[config.mk]
export PLATFORM = sky130hd
export DESIGN_NAME = acp_clock_power
export DESIGN_NICKNAME = d
export VERILOG_FILES = /design/src/verilog/acp_pkg.sv /design/src/verilog/acp_clock_power.sv /design/src/verilog/acp_clk_div.sv /design/src/verilog/acp_sync2.sv
export VERILOG_INCLUDE_DIRS = /design/src /design/src/verilog
export SDC_FILE = /design/constraint.sdc
export NUM_CORES = 1
export LEC_CHECK = 0
export ABC_AREA = 1
export BUFFER_PORTS_ARGS = -buffer_cell sky130_fd_sc_hd__clkbuf_2
export CAP_MARGIN = 15
export CORE_ASPECT_RATIO = 2
export CORE_MARGIN = 2
export CORE_UTILIZATION = 45
export CTS_BUF_LIST = sky130_fd_sc_hd__clkbuf_4 sky130_fd_sc_hd__clkbuf_8 sky130_fd_sc_hd__clkbuf_16
export CTS_CLUSTER_DIAMETER = 50
export CTS_CLUSTER_SIZE = 14
export DETAILED_ROUTE_END_ITERATION = 7
export GPL_TIMING_DRIVEN = 0
export PLACE_DENSITY = 0.68
export SLEW_MARGIN = 40
export SYNTH_ARGS = -nofsm -noshare
export SYNTH_HDL_FRONTEND = slang
export SYNTH_SLANG_ARGS = --single-unit
[constraint.sdc]
create_clock -name i_sys_clk -period 3.3 [get_ports i_sys_clk]
set_input_delay 0.33 -clock i_sys_clk [delete_from_list [all_inputs] [get_ports i_sys_clk]]
set_output_delay 0.33 -clock i_sys_clk [all_outputs]
set_load 0.005 [all_outputs]
[src/verilog/acp_regs.svh]
// Register map and constants of the clock and power-flag block
`ifndef ACP_REGS_SVH
`define ACP_REGS_SVH

// ==============================
// Register byte addresses
`define ACP_ADDR_CLK_CFG    6'h00
`define ACP_ADDR_GEN_CFG    6'h04
`define ACP_ADDR_STATUS     6'h08
`define ACP_ADDR_DIAG_CNT   6'h0C
`define ACP_ADDR_CTRL_STAT  6'h10

// ==============================
// Field positions
`define ACP_CLK_SEL_BIT     0
`define ACP_CLK_DIV_LSB     1
`define ACP_CLK_DIV_MSB     3
`define ACP_BCK_DIV_LSB     4
`define ACP_BCK_DIV_MSB     5
`define ACP_REF_RANGE_SEL_BIT     0
`define ACP_POR_FLAG_BIT    0
`define ACP_ANALOG_LOW_SUPPLY_FLAG_BIT    1

// ==============================
// Reset values and encodings
`define ACP_CLK_CFG_RST     6'h00
`define ACP_DIV_SEL_1       3'h0
`define ACP_DIV_SEL_2       3'h1
`define ACP_DIV_SEL_3       3'h2
`define ACP_DIV_SEL_4       3'h3
`define ACP_DIV_SEL_8       3'h4
`define ACP_MOD_DIV         4'h2
`define ACP_DIAG_DIV        6'h20
`define ACP_READ_ZERO       32'h00000000

// ==============================
// Timing
`define ACP_CLK_MHZ         100
`define ACP_GUARD_US        150
`define ACP_GUARD_CYC       (`ACP_GUARD_US * `ACP_CLK_MHZ)

`endif

[src/verilog/acp_pkg.sv]
// Types shared by the clock and power-flag block
package acp_pkg;
    // Avalon-MM request bundle
    typedef struct packed {
        logic [5:0]  address;
        logic        read;
        logic        write;
        logic [31:0] writedata;
    } acp_av_req_t;

    // Power monitor inputs, synchronised to the system clock inside the block
    typedef struct packed {
        logic        dig_supply_ok;
        logic [3:0]  analog_ok;
    } acp_pwr_t;
endpackage

[src/verilog/acp_clock_power.sv]
// Clock source, dividers and power flags of the converter
//
// Overview of operation
// - Modulator clock is converter clock halved
// - Diagnostic counter at converter clock over 32
// - Mux picks pin clock or oscillator
// - Converter divider 1,2,3,4,8 by three bits
// - All channels share one divided phase
// - Bit clock divider 1,2,4,8 by two bits
// - Serial mode: oscillator default, bit selects pin
// - Pin mode always uses pin clock
// - Ignore start and reset 150 us after switch
// - Digital supply loss or reset pin low resets device; analog loss does not
// - Leave reset, start converting if start high
// - Power-on sets flags; write one clears
// - Analog monitors latch low-supply and header flags
// - Write one clears analog low-supply flag
// - Low digital supply also sets analog flag
// - Pin mode disables header power flag
// - High reference range forces single input range
//
// The address map and register access over Avalon-MM were chosen for this implementation.
`timescale 1ns/10ps
`default_nettype none
`include "acp_regs.svh"
module acp_clock_power #(
    parameter int GUARD_CYC  = `ACP_GUARD_CYC,  // Control-pin guard after switch
    parameter int CHANNELS   = 8,               // Converter channels
    parameter int DIAG_W     = 16               // Diagnostic counter width
) (
    input  wire logic                  i_sys_clk,
    input  wire logic                  i_rst_n,
    // Avalon-MM slave
    input  wire acp_pkg::acp_av_req_t  i_av,
    output logic [31:0]                o_av_readdata,
    output logic                       o_av_waitrequest,
    // Clock sources, sampled as edge pulses
    input  wire logic                  i_ext_clock_pin,
    input  wire logic                  i_osc_clk,
    // Mode, control pins and monitors
    input  wire logic                  i_pin_mode,
    input  wire logic                  i_start_pin,
    input  wire logic                  i_reset_pin_n,
    input  wire acp_pkg::acp_pwr_t     i_pwr,
    input  wire logic [CHANNELS-1:0]   i_ch_double_range,
    // Derived clock enables and status
    output logic                       o_conv_clk_en,
    output logic                       o_mod_clk_en,
    output logic                       o_frame_port_bit_clock_en,
    output logic                       o_run,
    output logic                       o_start,
    output logic                       o_device_reset,
    output logic                       o_header_power_flag,
    output logic [CHANNELS-1:0]        o_ch_double_range
);
    import acp_pkg::*;

    // ==============================
    // Input synchronisation
    localparam int NS = 10;
    logic [NS-1:0] pins_s;               // Synchronised pins
    acp_sync2 #(.W(NS)) u_sync (
        .i_sys_clk (i_sys_clk),
        .i_rst_n   (i_rst_n),
        .i_async   ({i_ext_clock_pin, i_osc_clk, i_pin_mode, i_start_pin,
                     i_reset_pin_n, i_pwr}),
        .o_sync    (pins_s)
    );
    wire       ext_s   = pins_s[9];
    wire       osc_s   = pins_s[8];
    wire       pin_md  = pins_s[7];
    wire       start_s = pins_s[6];
    wire       rstp_n  = pins_s[5];
    acp_pwr_t  pwr_s;                    // Monitors after two stages
    assign pwr_s = acp_pwr_t'(pins_s[4:0]);

    // Digital supply good; reads low until the stages fill after reset
    wire dig_ok = pwr_s.dig_supply_ok;

    // ==============================
    // Registers
    logic       clk_sel;                 // Source select, 1 = pin clock
    logic [2:0] div_sel;                 // Converter divide select
    logic [1:0] port_bit_clock_divide_sel;
    logic       ref_range_sel;           // High reference range
    logic       por_flag;                // Power-on flag
    logic       analog_low_supply_flag;  // Sticky analog low flag
    logic       hdr_flag;                // Header power flag
    logic [DIAG_W-1:0] clock_diag_counter;

    wire wr = i_av.write & ~o_av_waitrequest;
    wire wr_clk  = wr && (i_av.address == `ACP_ADDR_CLK_CFG);
    wire wr_gen  = wr && (i_av.address == `ACP_ADDR_GEN_CFG);
    wire wr_stat = wr && (i_av.address == `ACP_ADDR_STATUS);
    wire clr_por = wr_stat & i_av.writedata[`ACP_POR_FLAG_BIT];
    wire clr_alv = wr_stat & i_av.writedata[`ACP_ANALOG_LOW_SUPPLY_FLAG_BIT];

    // ==============================
    // Source mux and edge pulses
    wire src_ext = pin_md | clk_sel;
    logic ext_d, osc_d;                  // Edge history
    always_ff @(posedge i_sys_clk) begin
        if (!i_rst_n) begin
            ext_d <= 1'b0;
            osc_d <= 1'b0;
        end else begin
            ext_d <= ext_s;
            osc_d <= osc_s;
        end
    end
    wire ext_tick = ext_s & ~ext_d;
    wire osc_tick = osc_s & ~osc_d;
    wire sel_tick = src_ext ? ext_tick : osc_tick;

    // Converter divide ratio decode function
    function automatic logic [3:0] conv_ratio(input logic [2:0] s);
        if (s == `ACP_DIV_SEL_2)      conv_ratio = 4'h2;
        else if (s == `ACP_DIV_SEL_3) conv_ratio = 4'h3;
        else if (s == `ACP_DIV_SEL_4) conv_ratio = 4'h4;
        else if (s == `ACP_DIV_SEL_8) conv_ratio = 4'h8;
        else                          conv_ratio = 4'h1;
    endfunction
    wire [3:0] bck_ratio = 4'h1 << port_bit_clock_divide_sel;

    // ==============================
    // Dividers; one converter divider feeds every channel
    logic src_sw;                        // Source changed one cycle earlier
    logic conv_tick, mod_tick, diag_tick, bck_tick;
    acp_clk_div #(.W(4)) u_conv (
        .i_sys_clk (i_sys_clk), .i_rst_n (i_rst_n), .i_tick (sel_tick),
        .i_ratio (conv_ratio(div_sel)), .i_sync (src_sw), .o_tick (conv_tick)
    );
    acp_clk_div #(.W(4)) u_mod (
        .i_sys_clk (i_sys_clk), .i_rst_n (i_rst_n), .i_tick (conv_tick),
        .i_ratio (`ACP_MOD_DIV), .i_sync (src_sw), .o_tick (mod_tick)
    );
    acp_clk_div #(.W(6)) u_diag (
        .i_sys_clk (i_sys_clk), .i_rst_n (i_rst_n), .i_tick (conv_tick),
        .i_ratio (`ACP_DIAG_DIV), .i_sync (1'b0), .o_tick (diag_tick)
    );
    acp_clk_div #(.W(4)) u_bck (
        .i_sys_clk (i_sys_clk), .i_rst_n (i_rst_n), .i_tick (sel_tick),
        .i_ratio (bck_ratio), .i_sync (src_sw), .o_tick (bck_tick)
    );

    // ==============================
    // Control-pin guard after a source change
    logic src_q;                         // Previous source
    localparam int GW = $clog2(GUARD_CYC+1);
    logic [GW-1:0] guard;                // Guard cycles left
    wire guard_on = (guard != '0);
    always_ff @(posedge i_sys_clk) begin
        if (!i_rst_n) begin
            src_q <= 1'b0;
            src_sw <= 1'b0;
            guard <= '0;
        end else begin
            src_q  <= src_ext;
            src_sw <= src_ext ^ src_q;
            if (src_ext ^ src_q) begin
                guard <= GW'(GUARD_CYC);
            end else if (guard_on) begin
                guard <= guard - 1'b1;
            end
        end
    end

    // ==============================
    // Register writes; bus reset is the digital supply reset
    always_ff @(posedge i_sys_clk) begin
        if (!i_rst_n) begin
            clk_sel <= 1'b0;
            div_sel <= `ACP_DIV_SEL_1;
            port_bit_clock_divide_sel <= 2'h0;
            ref_range_sel <= 1'b0;
        end else begin
            if (wr_clk) begin
                clk_sel <= i_av.writedata[`ACP_CLK_SEL_BIT];
                div_sel <= i_av.writedata[`ACP_CLK_DIV_MSB:`ACP_CLK_DIV_LSB];
                port_bit_clock_divide_sel <= i_av.writedata[`ACP_BCK_DIV_MSB:`ACP_BCK_DIV_LSB];
            end
            if (wr_gen) begin
                ref_range_sel <= i_av.writedata[`ACP_REF_RANGE_SEL_BIT];
            end
        end
    end

    // ==============================
    // Sticky power flags; set beats clear
    wire analog_low = ~&pwr_s.analog_ok;
    wire dig_low    = ~dig_ok;
    always_ff @(posedge i_sys_clk) begin
        if (!i_rst_n) begin
            por_flag <= 1'b1;
            analog_low_supply_flag <= 1'b1;
            hdr_flag <= 1'b1;
        end else begin
            por_flag <= dig_low | (por_flag & ~clr_por);
            analog_low_supply_flag <= analog_low | dig_low |
                (analog_low_supply_flag & ~clr_alv);
            hdr_flag <= analog_low | dig_low |
                (hdr_flag & ~(clr_por | clr_alv));
        end
    end

    // ==============================
    // Diagnostic counter, free-running, wraps
    always_ff @(posedge i_sys_clk) begin
        if (!i_rst_n) begin
            clock_diag_counter <= '0;
        end else if (diag_tick) begin
            clock_diag_counter <= clock_diag_counter + 1'b1;
        end
    end

    // ==============================
    // Read mux and one-wait-state handshake
    wire [31:0] rd_mux =
        (i_av.address == `ACP_ADDR_CLK_CFG) ?
            32'({port_bit_clock_divide_sel, div_sel, clk_sel}) :
        (i_av.address == `ACP_ADDR_GEN_CFG)  ? 32'(ref_range_sel) :
        (i_av.address == `ACP_ADDR_STATUS)   ?
            32'({analog_low_supply_flag, por_flag}) :
        (i_av.address == `ACP_ADDR_DIAG_CNT) ? 32'(clock_diag_counter) :
        (i_av.address == `ACP_ADDR_CTRL_STAT) ? 32'({guard_on, src_ext}) :
        `ACP_READ_ZERO;
    // Read data is taken while the request waits, so it stands at the
    // edge where waitrequest is seen low
    always_ff @(posedge i_sys_clk) begin
        if (!i_rst_n) begin
            o_av_waitrequest <= 1'b1;
            o_av_readdata <= `ACP_READ_ZERO;
        end else begin
            o_av_waitrequest <= ~((i_av.read | i_av.write) & o_av_waitrequest);
            if (i_av.read & o_av_waitrequest) begin
                o_av_readdata <= rd_mux;
            end
        end
    end

    // ==============================
    // Run control and outputs
    logic start_q;                       // Start pin held across guard
    always_ff @(posedge i_sys_clk) begin
        if (!i_rst_n || dig_low) begin
            start_q <= 1'b0;
            o_device_reset <= 1'b1;
            o_run <= 1'b0;
        end else if (!guard_on) begin
            start_q <= start_s;
            o_device_reset <= ~rstp_n;
            // Run and reset move on one edge, so they never overlap
            o_run <= rstp_n & start_s;
        end
    end
    always_ff @(posedge i_sys_clk) begin
        if (!i_rst_n) begin
            o_conv_clk_en <= 1'b0;
            o_mod_clk_en <= 1'b0;
            o_frame_port_bit_clock_en <= 1'b0;
            o_start <= 1'b0;
            o_header_power_flag <= 1'b0;
            o_ch_double_range <= '0;
        end else begin
            o_conv_clk_en <= conv_tick;
            o_mod_clk_en <= mod_tick;
            o_frame_port_bit_clock_en <= bck_tick;
            o_start <= start_q;
            o_header_power_flag <= hdr_flag & ~pin_md;
            o_ch_double_range <= ref_range_sel ? '0 : i_ch_double_range;
        end
    end
endmodule
`default_nettype wire

[src/verilog/acp_clk_div.sv]
// Programmable clock-enable divider with tick output
`timescale 1ns/10ps
`default_nettype none
module acp_clk_div #(
    parameter int W = 4
) (
    input  wire logic         i_sys_clk,
    input  wire logic         i_rst_n,
    input  wire logic         i_tick,    // Input rate pulse
    input  wire logic [W-1:0] i_ratio,   // Divide ratio, at least 1
    input  wire logic         i_sync,    // Restart the phase
    output logic              o_tick     // Output rate pulse
);
    logic [W-1:0] count;                 // Phase counter
    wire          wrap = (count >= i_ratio - W'(1));

    // ==============================
    // Phase counter; o_tick is combinational from a registered count
    always_ff @(posedge i_sys_clk) begin
        if (!i_rst_n || i_sync) begin
            count <= '0;
        end else if (i_tick) begin
            count <= wrap ? '0 : count + W'(1);
        end
    end
    assign o_tick = i_tick & wrap;
endmodule
`default_nettype wire

[src/verilog/acp_sync2.sv]
// Two-flop synchroniser for a bus of levels
`timescale 1ns/10ps
`default_nettype none
module acp_sync2 #(
    parameter int W = 1
) (
    input  wire logic         i_sys_clk,
    input  wire logic         i_rst_n,
    input  wire logic [W-1:0] i_async,   // Pins from outside
    output logic      [W-1:0] o_sync     // Safe copies
);
    logic [W-1:0] meta;                  // First stage, read only below

    // ==============================
    // Two stages; reset to zero
    always_ff @(posedge i_sys_clk) begin
        if (!i_rst_n) begin
            meta   <= '0;
            o_sync <= '0;
        end else begin
            meta   <= i_async;
            o_sync <= meta;
        end
    end
endmodule
`default_nettype wire

==> results.md <==
- Outcome: completed
- IO Port Bufs: 64
- Die Footprint: 12340 um2
- Power after layout: 4.335 mW
- Vias in the first global route: 4725
- CP Launch Point: div_sel[2]
- Layout cells sized above 1: 0.1702
- Post-route minimum period: 2.099 ns
- Final Cell Area: 6330 um2
- Distinct cells, synth: 37
- Synth Area per Inst: 7.329 um2
- Endpoints failing hold: 0
- DR WL/cell: 12.92 um
- Antenna fix cells: 0
- Yosys top cell area share: 0.4481
- Mapped Area: 5137 um2
- Synth top area cells: dfxtp_1 (45%), nand2_1 (13%), inv_1 (6.1%)
- Dominant cell type by area after synthesis: dfxtp_1
- Initial antenna violation count: 0
- Hold Slack: 0.09795 ns
- Tot GR Track Use: 0.2158
- Seq/Total Area, Yosys: 0.4481
- CTS HTree Levels: 4
- First-pass GRT wire length: 20.62 mm
- # fillers: 1069
- Num ports: 108
- Clock Sinks: 115
- Gpl congestion: 0.9117
- Die height: 155.1 um
- Final period utilization: 0.6361
- Crit. End Element: flop
- Arr. time, crit path: 2.44 ns
- Syn Inst Count: 701
- Synth Warn #: 0
- DRC violations left: 0
- Fmax: 0.4764 GHz
- Worst Path Required: 3.64 ns
- Starting density of the core: 0.4580
- Vias: 4622
- Slew headroom: 0.6235
- Worst Max-Slew Pin Slew: 0.5647 ns
- Clk_lat worst skew: 0.42 ns
- Synth Register Bits: 115
- VDD IR max: 0.4043 mV
- Worst-path clk slew: 0.05 ns
- Post_cts resized: 0
- Synth-to-Final Area Change: 23.21%
- # Post-CTS Setup Buffers: 0
- TNS Setup: 0 ns
- Die X: 79.55 um
- Vias per Instance: 4.850
- Post-DP Area: 5692 um2
- Pin count of the biggest net entering global routing: 17
- Worst-path fanout max: 10
- RR Startpoint: div_sel[2]
- Pwr Density: 684.9 nW/um2
- Hold Buf Count CTS: 0
- GRT Residual Overflow: 0
- Final Max Slew Viols: 0
- CTS tree: yes
- HP Class: in2reg
- Clock Tree Buf Depth: 2
- CP Class: reg2reg
- Final setup fails: 0
- Leakage: 2.995 nW
- Antenna viol nets, final: 0
- Drt initial violations: 132
- Dpl hpwl: 9.387 mm
- 1st-pass router iterations: 4
- Total Routed Length: 12.31 mm
- Skew final: 0.006682 ns
- CTS Root Buffer Type: clkbuf_16
- CTS Buf Count: 17
- Critical Path Start Type: flop
- Core ar.: 11220 um2
- Worst Hold Launch: i_start_pin
- Unrepaired setup endpoints after global routing: false
- Core Rows: 55
- Final #Nets: 875
- Max Cap Viol: 0
==> flip-flops by register name, summed over array words and instances (netlist names), 2 cells and up <==
signal	flops
u_bck.count	4
u_diag.count	6
clock_diag_counter	16
div_sel	3
u_conv.count	4
o_av_readdata	16
u_sync.meta	10
guard	14
port_bit_clock_divide_sel	2
u_sync.o_sync	10
o_ch_double_range	8
u_mod.count	4
==> cells in the mapped netlist (all sizes together) <==
cell and count:
nand2 183, dfxtp 115, nor2 89, inv 85, a21oi 57, nand3 41
buf 26, o21ai 18, ha 16, xor2 11, nand4 9, nor3 9
xnor2 9, clkbuf 8, o211ai 6, or2 5, nand3b 3, a211oi 2
clkinv 2, conb 2, o21bai 2, a21boi 1, a21o 1, a22oi 1
==> cell usage in the layout, fill, tap and decap left out, drive strengths merged, types with 2 or more instances in the layout <==
master | netlist | layout
xnor2 | 9 | 9
nor3 | 9 | 9
o21ai | 18 | 18
nand3 | 41 | 41
o21bai | 2 | 2
nor2 | 89 | 89
a21oi | 57 | 57
or2 | 5 | 5
clkinv | 2 | 8
nand2 | 183 | 183
dfxtp | 115 | 115
buf | 26 | 26
nand3b | 3 | 3
inv | 85 | 85
clkbuf | 8 | 92
o211ai | 6 | 6
nand4 | 9 | 9
bufinv | 0 | 5
xor2 | 11 | 11
conb | 2 | 17
a211oi | 2 | 2
ha | 16 | 16
==> cell families (layout without fill, tap and decap cells) <==
logic type	count (synthesis)	in the layout	share of synthesized area
AOI/OAI and AO/OA	88	88	0.09498
xor gates and xnor gates	20	20	0.03410
adders and majority gates	16	16	0.03897
buffers and inverters	121	216	0.1050
DFF	115	115	0.4481
other	2	17	0.001462
and+or+nand+nor	339	339	0.2774
==> report_power, final <==
part | switching, mW | leakage, nW | internal (mW)
Sequential | 0.0909 | 0.938 | 1.50
Clock | 0.624 | 0.320 | 1.36
Combinational | 0.478 | 1.74 | 0.281
==> worst max-delay path: stages, from the launching register on <==
cell	delay (ns)
dfxtp_1	0.36
inv_1	0.08
nor3_1	0.19
inv_1	0.09
ha_1	0.28
nand2_1	0.05
inv_1	0.07
nand3_1	0.07
nand3_1	0.17
nand3_4	0.16
clkinv_2	0.15
buf_6	0.15
nand2_1	0.06
a21oi_1	0.14
==> metrics by stage <==
stage / std cells / setup slack, ns / utilization
finish: 953 / 1.201 / 0.5643
global route: 953 / 0.9964 / 0.5643
CTS: 953 / 1.169 / 0.5643
detailed placement: 922 / 1.214 / 0.5074
global placement: 922 / 1.297 / 0.5074
floorplan: 716 / 1.531 / -
==> path summary, 6_finish.rpt <==
| path | endpoint | slack [ns] | cells after the start |
|---|---|---|---|
| worst max-delay path | clock_diag_counter[5] | 1.20 | 13 |
| worst min-delay path | u_sync.meta[6] | 0.1 | 3 |
| worst max register to register | clock_diag_counter[5] | 1.20 | 13 |
| worst min register to register | u_sync.o_sync[4] | 0.41 | 2 |
==> final cells by class <==
class                      instances  area [um2]  area share
inverter                          87       327.8     0.05179
multi-input combinational        480        2352      0.3716
tap                              142       177.7     0.02807
clock buffer                      20       454.2     0.07175
clock inverter                    11       183.9     0.02906
buffer                            34       211.5     0.03341
sequential                       115        2302      0.3637
timing repair buffer              64       320.3     0.05060
==> routing by layer <==
| layer | global-route usage | wire length (um) | vias to the layer above |
|---|---|---|---|
| met5 | 0 | 0 | - |
| met4 | 0.1223 | 467 | 0 |
| met3 | 0.05626 | 526 | 37 |
| met2 | 0.4130 | 6994 | 103 |
| met1 | 0.1959 | 4322 | 2114 |
| li1 | - | - | 2368 |
Note: power is estimated with default switching activity, not from simulation.
